File: config.mk
export PLATFORM = sky130hd
export DESIGN_NAME = legacy_io_trap_capture
export DESIGN_NICKNAME = d
export VERILOG_FILES = /design/src/hdl/legacy_trap_pkg.sv /design/src/hdl/legacy_io_trap_capture.sv
export VERILOG_INCLUDE_DIRS = /design/src /design/src/hdl
export SDC_FILE = /design/constraint.sdc
export NUM_CORES = 1
export LEC_CHECK = 0
export ABC_AREA = 1
export BUFFER_PORTS_ARGS = -buffer_cell sky130_fd_sc_hd__buf_2
export CELL_PAD_IN_SITES_DETAIL_PLACEMENT = 1
export CELL_PAD_IN_SITES_GLOBAL_PLACEMENT = 1
export CORE_ASPECT_RATIO = 0.8
export CORE_MARGIN = 4
export CORE_UTILIZATION = 36
export CTS_CLUSTER_DIAMETER = 60
export DETAILED_ROUTE_END_ITERATION = 10
export PLACE_DENSITY = 0.84
export SLEW_MARGIN = 0
export SYNTH_ARGS = -nofsm -noshare
export SYNTH_HDL_FRONTEND = slang
export SYNTH_SLANG_ARGS = --single-unit
File: constraint.sdc
create_clock -name mclk -period 2.4 [get_ports mclk]
set_input_delay 0.48 -clock mclk [delete_from_list [all_inputs] [get_ports mclk]]
set_output_delay 0.48 -clock mclk [all_outputs]
set_load 0.005 [all_outputs]
File: src/hdl/legacy_trap_cfg.svh
`ifndef LEGACY_TRAP_CFG_SVH
`define LEGACY_TRAP_CFG_SVH

// Register word offset (byte address of the control/status register).
`define LEG_TRAP_OFFSET      8'h18

// Control field positions.
`define FAST_JOY_BIT         31
`define HOST_IRQ_BLOCK_BIT   30
`define GAME_RANGE_BIT       29
`define BASE_RANGE_HI        28
`define BASE_RANGE_LO        27
`define CODEC_RANGE_HI       26
`define CODEC_RANGE_LO       25
`define FORCE_IRQ_BIT        24
`define SLAVE_DMA_EN_BIT     23
`define SLAVE_INTC_EN_BIT    22
`define MASTER_DMA_EN_BIT    21
`define MASTER_INTC_EN_BIT   20
`define FM_EN_BIT            19
`define GAME_EN_BIT          18
`define CODEC_EN_BIT         17
`define BASE_EN_BIT          16

// Status field positions.
`define EVENT_HI             10
`define EVENT_LO             8
`define ADDR_HI              7
`define ADDR_LO              3
`define DIR_BIT              2
`define FLAG_BIT             0

// Reset values and fixed read fields.
`define CTRL_RESET           16'h0000
`define ONES_FIELD           5'h1F

// Event numbers.
`define EV_BASE              3'h0
`define EV_CODEC             3'h1
`define EV_GAME              3'h2
`define EV_FM                3'h3
`define EV_MASTER_INTC       3'h4
`define EV_MASTER_DMA        3'h5
`define EV_SLAVE_INTC        3'h6
`define EV_SLAVE_DMA         3'h7

// Trap window bounds, inclusive.
`define GAME_LO_0            16'h0220
`define GAME_HI_0            16'h022F
`define GAME_LO_1            16'h0240
`define GAME_HI_1            16'h024F
`define BASE_LO_0            16'h0320
`define BASE_LO_1            16'h0330
`define BASE_LO_3            16'h0350
`define BASE_STEP            16'h0010
`define BASE_SPAN            16'h0007
`define CODEC_LO_0           16'h0530
`define CODEC_LO_2           16'h0E80
`define CODEC_LO_3           16'h0F40
`define CODEC_SPAN           16'h0007
`define FM_LO                16'h0388
`define FM_HI                16'h038B
`define MINTC_LO             16'h0020
`define MINTC_HI             16'h0021
`define MDMA_LO              16'h0000
`define MDMA_HI              16'h000F
`define SINTC_LO             16'h00A0
`define SINTC_HI             16'h00A1
`define SDMA_LO              16'h00C0
`define SDMA_HI              16'h00DF

`endif

File: src/hdl/legacy_trap_pkg.sv
package legacy_trap_pkg;
  typedef logic [2:0]  event_num_t;
  typedef logic [15:0] io_addr_t;
  typedef logic [31:0] word_t;
endpackage : legacy_trap_pkg

File: src/hdl/legacy_io_trap_capture.sv
`timescale 1ns/10ps
`include "legacy_trap_cfg.svh"

module legacy_io_trap_capture
  import legacy_trap_pkg::*;
(
  // Clock and reset
  input  wire logic        mclk,
  input  wire logic        rst_b,
  // Register port
  input  wire logic [7:0]  regAddr,
  input  wire logic        regWr,
  input  wire logic        regRd,
  input  wire logic [3:0]  regBe,
  input  wire logic [31:0] regWdata,
  output logic      [31:0] regRdata,
  output logic             regRvalid,
  // Snooped host I/O cycles
  input  wire logic        snoopValid,
  input  wire logic [15:0] snoopAddr,
  input  wire logic        snoopWrite,
  // System
  input  wire logic        dmaConfigEnable,
  output logic             fastJoystick,
  output logic             hostIrqBlock,
  output logic             trapIrq_b
);

  logic [15:0] ctrl_reg,   ctrl_next;
  event_num_t  event_reg,  event_next;
  logic [4:0]  addrLo_reg, addrLo_next;
  logic        dir_reg,    dir_next;
  logic        flagN_reg,  flagN_next;
  word_t       rdata_reg;
  logic        rvalid_reg;
  logic        hib_reg;
  logic        fast_reg;

  wire hit = (regAddr == `LEG_TRAP_OFFSET);
  wire wrHit = regWr & hit;
  wire rdHit = regRd & hit;

  // Byte lanes of the control half; lanes 0 and 1 hold status only.
  wire [15:0] ctrlWr = {
    regBe[3] ? regWdata[31:24] : ctrl_reg[15:8],
    regBe[2] ? regWdata[23:16] : ctrl_reg[7:0]};
  wire flagClr = wrHit & regBe[0];

  io_addr_t a;
  assign a = snoopAddr;

  wire gameSel = ctrl_reg[`GAME_RANGE_BIT-16];
  wire [1:0] baseSel = ctrl_reg[`BASE_RANGE_HI-16:`BASE_RANGE_LO-16];
  wire [1:0] codecSel = ctrl_reg[`CODEC_RANGE_HI-16:`CODEC_RANGE_LO-16];

  wire [15:0] gameLo = gameSel ? `GAME_LO_1 : `GAME_LO_0;
  wire [15:0] gameHi = gameSel ? `GAME_HI_1 : `GAME_HI_0;
  wire [15:0] baseLo = `BASE_LO_0 + 16'(baseSel) * `BASE_STEP;
  wire [15:0] codecLo = (codecSel == 2'h2) ? `CODEC_LO_2 :
                        (codecSel == 2'h3) ? `CODEC_LO_3 : `CODEC_LO_0;
  wire codecDef = (codecSel != 2'h1);

  wire inGame  = (a >= gameLo) && (a <= gameHi);
  wire inBase  = (a >= baseLo) && (a <= baseLo + `BASE_SPAN);
  wire inCodec = codecDef && (a >= codecLo) &&
                 (a <= codecLo + `CODEC_SPAN);
  wire inFm    = (a >= `FM_LO) && (a <= `FM_HI);
  wire inMintc = (a >= `MINTC_LO) && (a <= `MINTC_HI);
  wire inMdma  = (a <= `MDMA_HI);
  wire inSintc = (a >= `SINTC_LO) && (a <= `SINTC_HI);
  wire inSdma  = (a >= `SDMA_LO) && (a <= `SDMA_HI);

  // Window hits gated by their enables, indexed by event number.
  logic [7:0] inWin;
  logic [7:0] enWin;
  assign inWin = {inSdma, inSintc, inMdma, inMintc,
                  inFm, inGame, inCodec, inBase};
  assign enWin = {ctrl_reg[`SLAVE_DMA_EN_BIT-16],
                  ctrl_reg[`SLAVE_INTC_EN_BIT-16],
                  ctrl_reg[`MASTER_DMA_EN_BIT-16],
                  ctrl_reg[`MASTER_INTC_EN_BIT-16],
                  ctrl_reg[`FM_EN_BIT-16],
                  ctrl_reg[`GAME_EN_BIT-16],
                  ctrl_reg[`CODEC_EN_BIT-16],
                  ctrl_reg[`BASE_EN_BIT-16]};
  wire [7:0] trapHit = snoopValid ? (inWin & enWin) : 8'h00;

  // Windows never overlap, so at most one bit of trapHit is set.
  event_num_t hitNum;
  always_comb begin
    hitNum = `EV_BASE;
    for (int i = 0; i < 8; i++) begin
      if (trapHit[i]) begin
        hitNum = 3'(i);
      end
    end
  end

  wire anyHit = |trapHit;
  // Fields stay frozen while a capture is pending so the first event
  // survives until software has read and cleared it.
  wire capture = anyHit & (flagN_reg | flagClr);
  wire forceSet = wrHit & regBe[3] & regWdata[`FORCE_IRQ_BIT];

  always_comb begin
    ctrl_next   = wrHit ? ctrlWr : ctrl_reg;
    event_next  = capture ? hitNum : event_reg;
    addrLo_next = capture ? a[4:0] : addrLo_reg;
    dir_next    = capture ? snoopWrite : dir_reg;
    // A new event or a forced set wins over a clear in the same cycle.
    if (anyHit | forceSet) begin
      flagN_next = 1'b0;
    end else if (flagClr) begin
      flagN_next = 1'b1;
    end else begin
      flagN_next = flagN_reg;
    end
  end

  word_t readWord;
  assign readWord = {ctrl_reg, `ONES_FIELD, event_reg, addrLo_reg,
                     dir_reg, 1'b0, flagN_reg};

  always_ff @(posedge mclk or negedge rst_b) begin
    if (!rst_b) begin
      ctrl_reg   <= `CTRL_RESET;
      event_reg  <= `EV_BASE;
      addrLo_reg <= 5'h00;
      dir_reg    <= 1'b0;
      flagN_reg  <= 1'b1;
    end else begin
      ctrl_reg   <= ctrl_next;
      event_reg  <= event_next;
      addrLo_reg <= addrLo_next;
      dir_reg    <= dir_next;
      flagN_reg  <= flagN_next;
    end
  end

  always_ff @(posedge mclk or negedge rst_b) begin
    if (!rst_b) begin
      rdata_reg  <= 32'h0000_0000;
      rvalid_reg <= 1'b0;
      hib_reg    <= 1'b0;
      fast_reg   <= 1'b0;
    end else begin
      rdata_reg  <= rdHit ? readWord : 32'h0000_0000;
      rvalid_reg <= regRd;
      hib_reg    <= ctrl_reg[`HOST_IRQ_BLOCK_BIT-16] &
                    dmaConfigEnable;
      fast_reg   <= ctrl_reg[`FAST_JOY_BIT-16];
    end
  end

  assign regRdata     = rdata_reg;
  assign regRvalid    = rvalid_reg;
  assign hostIrqBlock = hib_reg;
  assign fastJoystick = fast_reg;
  assign trapIrq_b    = flagN_reg;
endmodule : legacy_io_trap_capture

Word level (Yosys, flattened, before mapping)
Index checks and enable logic that the tools add are counted.
W data, S select, Z words.
{"block": "totals", "regBits": 61, "inputBits": 67}
{"block": "classes", "addsub": 3, "magnitude_cmp": 15, "n_eq_ne": 4, "mux": 15, "n_bitwise": 10, "reduce_logical": 12}
{"cell": "$ge A16 B8 Y1 const B", "n": 2}
{"cell": "$le A16 B8 Y1 const B", "n": 2}
{"cell": "$mux W32", "n": 1}
{"cell": "$mux W12", "n": 2}
{"cell": "$ge A16 B10 Y1", "n": 1}
{"cell": "$ge A16 B10 Y1 const B", "n": 1}
{"cell": "$ge A16 B11 Y1", "n": 1}
{"cell": "$ge A16 B12 Y1", "n": 1}
{"cell": "$ge A16 B6 Y1 const B", "n": 1}
{"cell": "$le A16 B10 Y1", "n": 1}
{"cell": "$le A16 B10 Y1 const B", "n": 1}
{"cell": "$le A16 B12 Y1", "n": 1}
{"cell": "$le A16 B13 Y1", "n": 1}
{"cell": "$le A16 B4 Y1 const B", "n": 1}
{"cell": "$le A16 B6 Y1 const B", "n": 1}
{"cell": "$mux W7", "n": 2}
{"cell": "$add A12 B3 Y13 const B", "n": 1}
{"cell": "$add A11 B3 Y12 const B", "n": 1}
{"cell": "$mux W3", "n": 4}
{"cell": "$add A10 B6 Y11 const A", "n": 1}
{"cell": "$and A8 B8 Y8", "n": 1}
{"cell": "$eq A8 B5 Y1 const B", "n": 1}
{"cell": "$logic_and A1 B1 Y1", "n": 8}
{"cell": "$mux W8", "n": 1}
{"cell": "other kinds (9)", "n": 21}

Longest topological paths before layout
Gate-level depths: netlist of the first run.
{"block": "logic_depth", "depth_word": 15, "depth_mapped": 18, "ltp_nobuf": 18}

Worst setup path before layout of the first run
No wires, ideal clock.
{"block": "synth_path", "kind": "register -> register", "start": "register ctrl_reg[10]", "end": "register addrLo_reg[2]", "t_arrival_ns": 1.892, "t_required_ns": 2.282, "path_slack_ns": 0.390, "stages_incl_launch_ff": 17, "synth_period_minus_slack_ns": 2.010, "path_cell_list": "dfrtp_1 inv_2 nor2_1 inv_1 ha_1 nand2_1 nor2_1 inv_1 nor2_1 nor2_2 nor2_1 nor2_1 nand2_2 nand2_4 buf_12 nand2_1 o21ai_2"}
{"block": "synth_between", "elab_chain_cells": 10, "word_cells_on_any_way": 14, "classes_between": "add/sub: 1; order compare: 2; eq/ne: 3; mux: 3; bitwise: 2; reduce/logical: 3"}
{"element": "from (decl)", "line_no": "legacy_io_trap_capture.sv:29", "text": "logic [15:0] ctrl_reg, ctrl_next;"}
{"element": "from (signal assigned)", "line_no": "legacy_io_trap_capture.sv:126", "text": "ctrl_reg <= `CTRL_RESET;"}
{"element": "from (signal assigned)", "line_no": "legacy_io_trap_capture.sv:132", "text": "ctrl_reg <= ctrl_next;"}
{"element": "$eq A2 B2 Y1", "line_no": "legacy_io_trap_capture.sv:60", "text": "(codecSel == 2'h3) ? `CODEC_LO_3 : `CODEC_LO_0;"}
{"element": "$mux W12 (no source line) (2 in a row)"}
{"element": "$add A12 B3 Y13 (no source line) or $ge A16 B12 Y1 (tied branches)"}
{"element": "$le A16 B13 Y1 (no source line) or $logic_and A1 B1 Y1 (tied branches)"}
{"element": "$logic_and A1 B1 Y1 (*)", "line_no": "legacy_io_trap_capture.sv:65", "text": "wire inCodec = codecDef && (a >= codecLo) &&"}
{"element": "$and A8 B8 Y8 (*)", "line_no": "legacy_io_trap_capture.sv:86", "text": "wire [7:0] trapHit = snoopValid ? (inWin & enWin) : 8'h00;"}
{"element": "$mux W8 (*)", "line_no": "legacy_io_trap_capture.sv:86"}
{"element": "$reduce_or A8 Y1 (*)", "line_no": "legacy_io_trap_capture.sv:99", "text": "wire anyHit = |trapHit;"}
{"element": "$and A1 B1 Y1 (*)", "line_no": "legacy_io_trap_capture.sv:102", "text": "wire capture = anyHit & (flagN_reg | flagClr);"}
{"element": "to (signal assigned)", "line_no": "legacy_io_trap_capture.sv:134", "text": "addrLo_reg <= addrLo_next;"}
{"element": "to (decl)", "line_no": "legacy_io_trap_capture.sv:31", "text": "logic [4:0] addrLo_reg, addrLo_next;"}
Every way passes the cells marked *; elsewhere a longest branch is shown, timed or not.
A chain may end at the register's enable or synchronous reset.

Final worst setup path of the first run
{"block": "layout_path", "start": "register ctrl_reg[9]", "end": "register event_reg[0]"}
{"block": "layout_between", "elab_chain_cells": 15, "word_cells_on_any_way": 21, "classes_between": "add/sub: 1; order compare: 2; eq/ne: 3; mux: 10; bitwise: 2; reduce/logical: 3"}
{"element": "$eq A2 B2 Y1", "line_no": "legacy_io_trap_capture.sv:60"}
{"element": "$mux W12 (no source line) (2 in a row)"}
{"element": "$add A12 B3 Y13 (no source line) or $ge A16 B12 Y1 (tied branches)"}
{"element": "$le A16 B13 Y1 (no source line) or $logic_and A1 B1 Y1 (tied branches)"}
{"element": "$logic_and A1 B1 Y1 (*)", "line_no": "legacy_io_trap_capture.sv:65"}
{"element": "$and A8 B8 Y8 (*)", "line_no": "legacy_io_trap_capture.sv:86"}
{"element": "$mux W8 (*)", "line_no": "legacy_io_trap_capture.sv:86"}
{"element": "$mux W1", "line_no": "legacy_io_trap_capture.sv:93", "text": "if (trapHit[i]) begin"}
{"element": "$mux W2 (2 in a row)", "line_no": "legacy_io_trap_capture.sv:93"}
{"element": "$mux W3 (4 in a row)", "line_no": "legacy_io_trap_capture.sv:93"}
{"element": "to (signal assigned)", "line_no": "legacy_io_trap_capture.sv:127", "text": "event_reg <= `EV_BASE;"}
{"element": "to (signal assigned)", "line_no": "legacy_io_trap_capture.sv:133", "text": "event_reg <= event_next;"}
{"element": "to (decl)", "line_no": "legacy_io_trap_capture.sv:30", "text": "event_num_t event_reg, event_next;"}
Marks and branches as above.

==> flow_summary_export.csv, run 1 <==
group,metric,value,unit
outcome,status,"completed",
logic_synthesis,synthFlopType,"dfrtp_1",
logic_synthesis,synth.avg_cell_area,7.99,um^2
sta,period_needed,2.21,ns
setup_path,worstSetupPathType,"flip-flop to flip-flop",
setup_path,slowest_stage,"dfrtp_1",
global_route,grt_pass1_wl,13100,um
sta,hold_viol,0,
place,port_buffers,84,
clocking,cts.sinks,56,
floorplan,core_area,7980,um^2
finish,diodes,0,
sta,setup_tns,0,ns
logic_synthesis,synth_top_cell_by_area,"dfrtp_1",
clocking,h-tree-depth,2,
floorplan,start_util,37.4,%
floorplan,die-area,9810,um^2
clocking,cts_tree,"yes",
logic_synthesis,muxShareOfSynthArea,3.02,%
clocking,cts-root-buf,"clkbuf_8",
global_route,grt_overflow,0,
global_route,grt_pass1_vias,2742,
logic_synthesis,yosysTopAreaCellShare,46.2,%
clocking,insertion_delay,0.31,ns
floorplan,rows,29,
logic_synthesis,synth_fp_nets,455,
logic_synthesis,synth_fa_ha_area_share,6.29,%
pwr,vdd_ir_drop_max,238,uV
setup_path,cp_max_fo,7,
detailed_routing,routed_wl,8130,um
sta,rsz0062_at_grt,"false",
detailed_routing,vias,2662,
clocking,clockBufferDepth,2,
global_route,grtUsageTotal,17.3,%
detailed_routing,wl_per_cell,14.2,um
sta,fmax,453,MHz
floorplan,fp.dieH,89.4,um
detailed_routing,viasPerCell,4.64,
logic_synthesis,yosysWarnings,0,
logic_synthesis,synth.most_common_cell,"nand2_1",
clocking,numCtsBuffers,5,
global_route,grt_max_degree,28,
logic_synthesis,synth-seq-cells,56,
logic_synthesis,ys_seq_area_share,47.0,%
setup_path,crit_required,2.62,ns
setup_path,slowest_delay,0.42,ns
detailed_routing,antenna_left,0,
logic_synthesis,synth_top_family_by_area,"simple AND/OR/NAND/NOR gates",
setup_path,cp.arrival,2.43,ns
logic_synthesis,ys_async_sr_fraction,100,%
finish,multiInputGateArea,1280,um^2
flow_run,maxCapViolCount,0,
sta,fin_crit_sh,92.1,%
finish,area_delta_synth_final,23.3,%
pwr,total_leakage_power,2.11,nW
logic_synthesis,synth_edf_count,0,
setup_path,crit_buf_inv,2,
global_route,grt_antenna_before_repair,0,
logic_synthesis,ys_types,34,
worst_hold_path,hp-class,"primary input to asynchronous set/reset pin",
pwr,power,1.75,mW
finish,register_area,1400,um^2
place,pre_cts_ws,-0.0466,ns
pwr,power_density,476,nW/um^2
logic_synthesis,netlist_instances,373,
floorplan,boundaryPins,103,
logic_synthesis,synth_xor_area_share,0,%
finish,num-nets-final,547,
logic_synthesis,synthSimpleGateAreaFrac,28.7,%
setup_path,path_cells,"nor2_4, inv_1, ha_1, a21oi_1, nand2_1, nor2_2, nor2_1, nor2_2, nor2_1, nor2_1, nand2_2, nand2_4, nand2_1, nand2_1, inv_1",
floorplan,die_w,110,um
detailed_routing,drc,0,
setup_path,start_kind,"flip-flop",
sta,fin_worst_skew,0.00995,ns
detailed_routing,first_iter_violations,43,
place,place.gp.congestion,0.889,
detailed_routing,dr.pass1.iters,4,
sta,fin_ws,0.191,ns
place,dp_hpwl,6570,um
logic_synthesis,synth_area_leaders,"dfrtp_1, nand2_1, nor2_1, inv_1, ha_1",
logic_synthesis,ys_top_cells_by_count,"nand2_1, nor2_1, inv_1, dfrtp_1, nand3_1",
sta,setup_viol_count_final,0,
logic_synthesis,synth_compound_area_share,3.90,%
finish,largest_reg_flops,27,
finish,nFillCells,1033,
sta,finalMaxSlewViolations,0,
setup_path,critical_path.top_delay_family,"simple AND/OR/NAND/NOR gates",
setup_path,crit_path_end_kind,"flip-flop",
clocking,clk_pin_slew,0.10,ns
finish,drive_gt1_share,28.1,%
logic_synthesis,synth_area,2980,um^2
stage by stage:
stage	hold WS, ns	utilization [%]	std cells	cell area [um^2]
global route	0.0528	46.1	574	3680
CTS	0.0477	45.4	570	3630
floorplan	0.184	-	373	2980
detailed placement	0.372	44.1	562	3520
global placement	0.360	44.1	562	3520
finish	0.0486	46.1	574	3680
power breakdown:
part,switching (mW),internal (mW),total [mW]
Sequential,0.00799,0.957,0.965
Combinational,0.136,0.0884,0.224
Clock,0.298,0.264,0.562
timing repair:
item | CTS | global route
resized for setup | 2 | 5
pin swaps | 0 | 1
endpoints found under the setup margin | 9 | 10
setup buffers | 0 | 3
hold buffers | 0 | 0
cloned | 0 | 1
cell type report:
cell class                      instances  share of cell area [%]
Timing Repair Buffer                   95                    14.0
Clock buffer                            8                    2.72
Inverter                               64                    6.54
Tap cell                              108                    3.68
Sequential cell                        56                    38.2
Multi-Input combinational cell        243                    34.9
worst paths after layout:
| kind | start | end | slack (ns) | cells after the start |
|---|---|---|---|---|
| setup reg to reg | ctrl_reg[9] | event_reg[0] | 0.19 | 15 |
| setup / recovery | ctrl_reg[9] | event_reg[0] | 0.19 | 15 |
| hold / removal | rst_b | event_reg[0] | 0.05 | 1 |
| min in group mclk | regRd | regRvalid | 0.28 | 1 |
| hold reg to reg | ctrl_reg[15] | fastJoystick | 0.39 | 0 |
| max in group asynchronous | rst_b | trapIrq_b | 1.73 | 2 |
worst reg2reg max path, delay by kind of cell (launching register included):
kind                     cells  cell delay, ns
adder cells (fa/ha/maj)      1            0.31
buffers and inverters        2            0.09
flip-flops                   1            0.42
AND/OR/NAND/NOR             11            1.13
AO/OA/AOI/OAI                1            0.17
logic make-up after synthesis:
family,Yosys count
buffers and inverters,75
other,1
AND/OR/NAND/NOR,198
AO/OA/AOI/OAI,20
adder cells (fa/ha/maj),15
multiplexers,8
flip-flops,56
layout by cell type, fill, tap and decap left out, drive strengths merged:
cell,n
nor2,66
buf,95
and2,1
a31oi,1
nand3,26
nand3b,1
nor3,8
nand2,90
o21bai,2
inv,64
dfstp,1
clkbuf,8
nor3b,2
ha,15
nand4,3
nor4,2
mux2,8
dfrtp,55
conb,1
a21boi,1
o21ai,12
a21oi,4
per-layer routing:
layer | wire length (um) | GRT usage, % | vias up | part of all wire [%]
met2 | 3980 | 30.0 | 50 | 49
met5 | 0 | 0 | - | 0
met3 | 372 | 3.68 | 7 | 4.6
met1 | 3670 | 22.1 | 1285 | 45
li1 | - | - | 1320 | -
met4 | 100 | 4.42 | 0 | 1.2
No activity file was read; power rests on OpenSTA's default activity.
==> run 2: changes to the inputs <==
- CORE_UTILIZATION: 36 -> 38
- PLACE_DENSITY: 0.84 -> 0.88
- RECOVER_POWER: unset -> 25
- clock period: 2.4 -> 2.7 ns (I/O delays scaled with it)
==> flow_summary_export.csv, run 2 (synthesis results as in run 1) <==
group,metric,value,unit
outcome,status,"completed",
global_route,grt_overflow,0,
sta,fin_crit_sh,88.6,%
detailed_routing,routed_wl,8160,um
detailed_routing,vias,2659,
detailed_routing,first_iter_violations,61,
setup_path,path_cells,"inv_2, nor2_1, inv_1, ha_1, nand2_1, nor2_1, nand2_1, inv_1, nor2_1, nand2_1, nor2_1, nor2_1, nand2_2, nand2_4, nand2_1, nand2_1, inv_1",
finish,num-nets-final,537,
global_route,grt_pass1_wl,13700,um
sta,fmax,418,MHz
floorplan,core_area,7500,um^2
floorplan,start_util,39.8,%
clocking,clk_pin_slew,0.10,ns
floorplan,boundaryPins,103,
setup_path,cp_max_fo,13,
pwr,vdd_ir_drop_max,274,uV
global_route,grt_max_degree,57,
detailed_routing,wl_per_cell,14.5,um
global_route,grt_pass1_vias,2904,
clocking,h-tree-depth,2,
clocking,clockBufferDepth,2,
finish,largest_reg_flops,27,
sta,period_needed,2.39,ns
pwr,power_density,453,nW/um^2
finish,final_cell_mix,"nand2_1, buf_2, nor2_1",
sta,slew_headroom,8.38,%
clocking,cts_tree,"yes",
sta,setup_tns,0,ns
detailed_routing,viasPerCell,4.74,
clocking,numCtsBuffers,5,
clocking,postCtsHoldBufs,0,
clocking,post_cts_buffers,0,
pwr,power,1.62,mW
finish,drive_gt1_share,25.7,%
global_route,grt_antenna_before_repair,0,
setup_path,worstSetupPathType,"flip-flop to flip-flop",
finish,nFillCells,976,
floorplan,die_w,107,um
global_route,grtUsageTotal,18.5,%
sta,fin_worst_skew,0.00330,ns
setup_path,start_kind,"flip-flop",
worst_hold_path,hp-class,"primary input to flip-flop",
sta,setup_viol_count_final,0,
clocking,cts.sinks,56,
sta,rsz0062_at_grt,"false",
setup_path,crit_path_end_kind,"flip-flop",
place,dp_hpwl,6460,um
detailed_routing,dr.pass1.iters,5,
flow_run,maxCapViolCount,0,
finish,area_delta_synth_final,20.1,%
sta,hold_viol,0,
clocking,cts-root-buf,"clkbuf_8",
sta,finalMaxSlewViolations,0,
pwr,total_leakage_power,2.06,nW
finish,final_common_cell,"nand2_1",
place,port_buffers,84,
setup_path,crit_required,2.91,ns
floorplan,die-area,9340,um^2
clocking,ctsResizeCount,0,
setup_path,slowest_delay,0.44,ns
setup_path,cp.arrival,2.61,ns
floorplan,fp.dieH,87.2,um
detailed_routing,drc,0,
clocking,insertion_delay,0.31,ns
detailed_routing,antenna_left,0,
place,place.gp.congestion,0.868,
finish,final_util,47.7,%
floorplan,rows,28,
setup_path,slowest_stage,"dfrtp_1",
sta,worst_slew_pin_slew,1.37,ns
finish,diodes,0,
[run 2: final timing paths]
path | startpoint | depth (start not counted) | slack [ns] | endpoint
max | ctrl_reg[10] | 17 | 0.31 | event_reg[1]
min reg2reg | ctrl_reg[15] | 0 | 0.39 | fastJoystick
max in group asynchronous | rst_b | 2 | 1.25 | regRdata[15]
min in group asynchronous | rst_b | 2 | 0.63 | regRdata[21]
min | regRd | 1 | 0.37 | regRvalid
max reg2reg | ctrl_reg[10] | 17 | 0.31 | event_reg[1]
[run 2: area by class of cell]
cell class | instances | area [um^2] | share of cell area, %
multi-input cells | 242 | 1250 | 35.0
clock inverters | 2 | 38.8 | 1.08
flip-flops and latches | 56 | 1400 | 39.2
repair buffers | 86 | 432 | 12.1
well taps | 105 | 131 | 3.67
inverters | 64 | 240 | 6.71
clock buffers | 6 | 82.6 | 2.31
[run 2: per-layer routing]
layer / GRT usage (%) / share of wire (%) / vias up
li1: - / - / 1305
met1: 23.1 / 44 / 1291
met5: 0 / 0 / -
met3: 3.26 / 4.3 / 4
met4: 2.90 / 0.42 / 0
met2: 34.2 / 51 / 59
[run 2: through the flow]
step	area, um^2	cells	hold WS, ns	setup slack, ns
2_1_floorplan	2980	373	0.244	0.690
3_3_place_gp	3460	553	0.361	0.362
3_5_place_dp	3460	553	0.372	0.305
4_1_cts	3580	561	0.353	0.275
5_1_grt	3580	561	0.352	0.0700
6_report	3580	561	0.367	0.307
[run 2: power by group]
group | switching, mW | internal [mW] | total, mW
Sequential | 0.00782 | 0.850 | 0.858
Combinational | 0.116 | 0.0667 | 0.183
Clock | 0.275 | 0.304 | 0.579
[run 2: worst max-delay path, delay by kind of cell, from the launching register on]
family,cells,cell delay (ns)
flops,1,0.44
buf+inv,4,0.28
fa+ha+maj,1,0.29
simple gates,12,1.28
==> run 3: changes to the inputs <==
- CELL_PAD_IN_SITES_DETAIL_PLACEMENT: 1 -> unset
- CELL_PAD_IN_SITES_GLOBAL_PLACEMENT: 1 -> unset
- CORE_UTILIZATION: 38 -> 45
- PLACE_DENSITY: 0.88 -> 0.77
==> flow_summary_export.csv, run 3 (synthesis results as in run 1) <==
group,metric,value,unit
flow_run,maxCapViolCount,0,
detailed_routing,viasPerCell,4.71,
global_route,grt_max_degree,28,
finish,stdcell_count,541,
finish,final_util,55.1,%
floorplan,rows,26,
setup_path,path_cells,"inv_2, nor2_1, inv_1, ha_1, a21oi_1, nand2_1, nor2_2, nor2_1, nor2_2, nor2_1, nor2_1, nand2_2, nand2_4, nand2_1, nand2_1, inv_1",
setup_path,start_kind,"flip-flop",
detailed_routing,first_iter_violations,134,
finish,final_cell_mix,"nand2_1, buf_2, nor2_1",
outcome,status,"completed",
floorplan,die-area,8000,um^2
sta,fin_worst_skew,0.00924,ns
sta,setup_tns,0,ns
place,place.gp.congestion,0.893,
worst_hold_path,hp-class,"primary input to flip-flop",
global_route,grt_overflow,0,
setup_path,worstSetupPathType,"flip-flop to flip-flop",
setup_path,cp.arrival,2.55,ns
place,postPlaceCellArea,3440,um^2
setup_path,crit_buf_inv,3,
place,port_buffers,84,
sta,fmax,430,MHz
global_route,grt_pass1_vias,2429,
detailed_routing,drc,0,
finish,final_common_cell,"nand2_1",
setup_path,cp_max_fo,13,
global_route,grt_pass1_wl,11600,um
clocking,h-tree-depth,2,
finish,largest_reg_flops,27,
clocking,cts.sinks,56,
sta,setup_viol_count_final,0,
pwr,vdd_ir_drop_max,192,uV
clocking,numCtsBuffers,5,
sta,finalMaxSlewViolations,0,
setup_path,crit_required,2.93,ns
finish,drive_gt1_share,25.6,%
sta,fin_crit_sh,86.1,%
setup_path,critical_path.top_delay_family,"simple AND/OR/NAND/NOR gates",
clocking,cts-root-buf,"clkbuf_8",
finish,register_area,1400,um^2
clocking,insertion_delay,0.32,ns
finish,nFillCells,618,
setup_path,slowest_stage,"dfrtp_1",
detailed_routing,routed_wl,7000,um
pwr,power,1.51,mW
detailed_routing,dr.pass1.iters,5,
global_route,grtUsageTotal,18.5,%
finish,area_delta_synth_final,18.4,%
clocking,post_cts_buffers,0,
setup_path,crit_top_cell,"nor2_1",
detailed_routing,wl_per_cell,12.9,um
floorplan,start_util,46.5,%
floorplan,boundaryPins,103,
pwr,power_density,428,nW/um^2
finish,stdcell_area,3530,um^2
detailed_routing,antenna_left,0,
clocking,clk_pin_slew,0.11,ns
setup_path,slowest_delay,0.45,ns
pwr,total_leakage_power,2.05,nW
floorplan,fp.dieH,80.8,um
floorplan,die_w,99.0,um
clocking,cts_tree,"yes",
finish,num-nets-final,538,
finish,diodes,0,
finish,multiInputGateArea,1250,um^2
sta,slew_headroom,29.7,%
place,dp_hpwl,5500,um
global_route,grt_antenna_before_repair,0,
detailed_routing,vias,2548,
sta,rsz0062_at_grt,"false",
clocking,postCtsHoldBufs,0,
sta,worst_slew_pin_slew,1.05,ns
sta,hold_viol,0,
floorplan,core_area,6410,um^2
setup_path,crit_path_end_kind,"flip-flop",
clocking,clockBufferDepth,2,
place,dp_cells,533,
sta,period_needed,2.33,ns
## run 3: cell count changes in the layout (fill, tap and decap cells not counted)
cell,delta
clkbuf_8,-1
inv_6,+1
clkbuf_1,+2
buf_4,+1
clkbuf_2,-1
clkinvlp_4,+1
nor2_2,+1
nor2_1,-1
clkinv_4,-1
clkinv_2,+1
buf_2,-1
bufinv_16,-1
## run 3: power by group
part           switching (mW)  internal [mW]  total, mW
sequential            0.00722          0.850      0.858
clock                   0.290          0.185      0.475
combinational           0.110         0.0665      0.176
total                   0.407           1.10       1.51
## run 3: area by class of cell
| class | instances | area share [%] |
|---|---|---|
| timing repair buffer | 87 | 12.4 |
| inverter | 64 | 6.81 |
| tap | 84 | 2.98 |
| clock inverter | 3 | 0.603 |
| clock buffer | 5 | 1.95 |
| sequential | 56 | 39.7 |
| multi-input combinational | 242 | 35.6 |
## run 3: final timing paths
check | from | endpoint | slack, ns | cells after the start
max | ctrl_reg[10] | event_reg[0] | 0.37 | 16
min | regRd | regRvalid | 0.34 | 1
max reg2reg | ctrl_reg[10] | event_reg[0] | 0.37 | 16
min reg2reg | ctrl_reg[15] | fastJoystick | 0.39 | 0
max in group asynchronous | rst_b | ctrl_reg[2] | 1.08 | 2
min in group asynchronous | rst_b | regRdata[5] | 0.38 | 1
## run 3: per-stage QoR
stage | hold WS, ns | setup WS (ns)
2_1_floorplan | 0.244 | 0.690
3_3_place_gp | 0.358 | 0.368
3_5_place_dp | 0.368 | 0.335
4_1_cts | 0.166 | 0.356
5_1_grt | 0.338 | 0.0216
6_report | 0.340 | 0.374
## run 3: repair_timing
| item | in CTS | in global routing |
|---|---|---|
| gates resized for setup | 0 | 1 |
| hold endpoints to repair | 0 | 0 |
| endpoints found under the setup margin | 0 | 2 |
## run 3: layer usage
metal / wire [um] / global-route usage (%) / vias up
met5: 0 / 0 / -
met4: 123 / 6.55 / 0
met3: 419 / 3.78 / 10
met2: 3250 / 30.3 / 74
met1: 3210 / 24.6 / 1161
li1: - / - / 1303
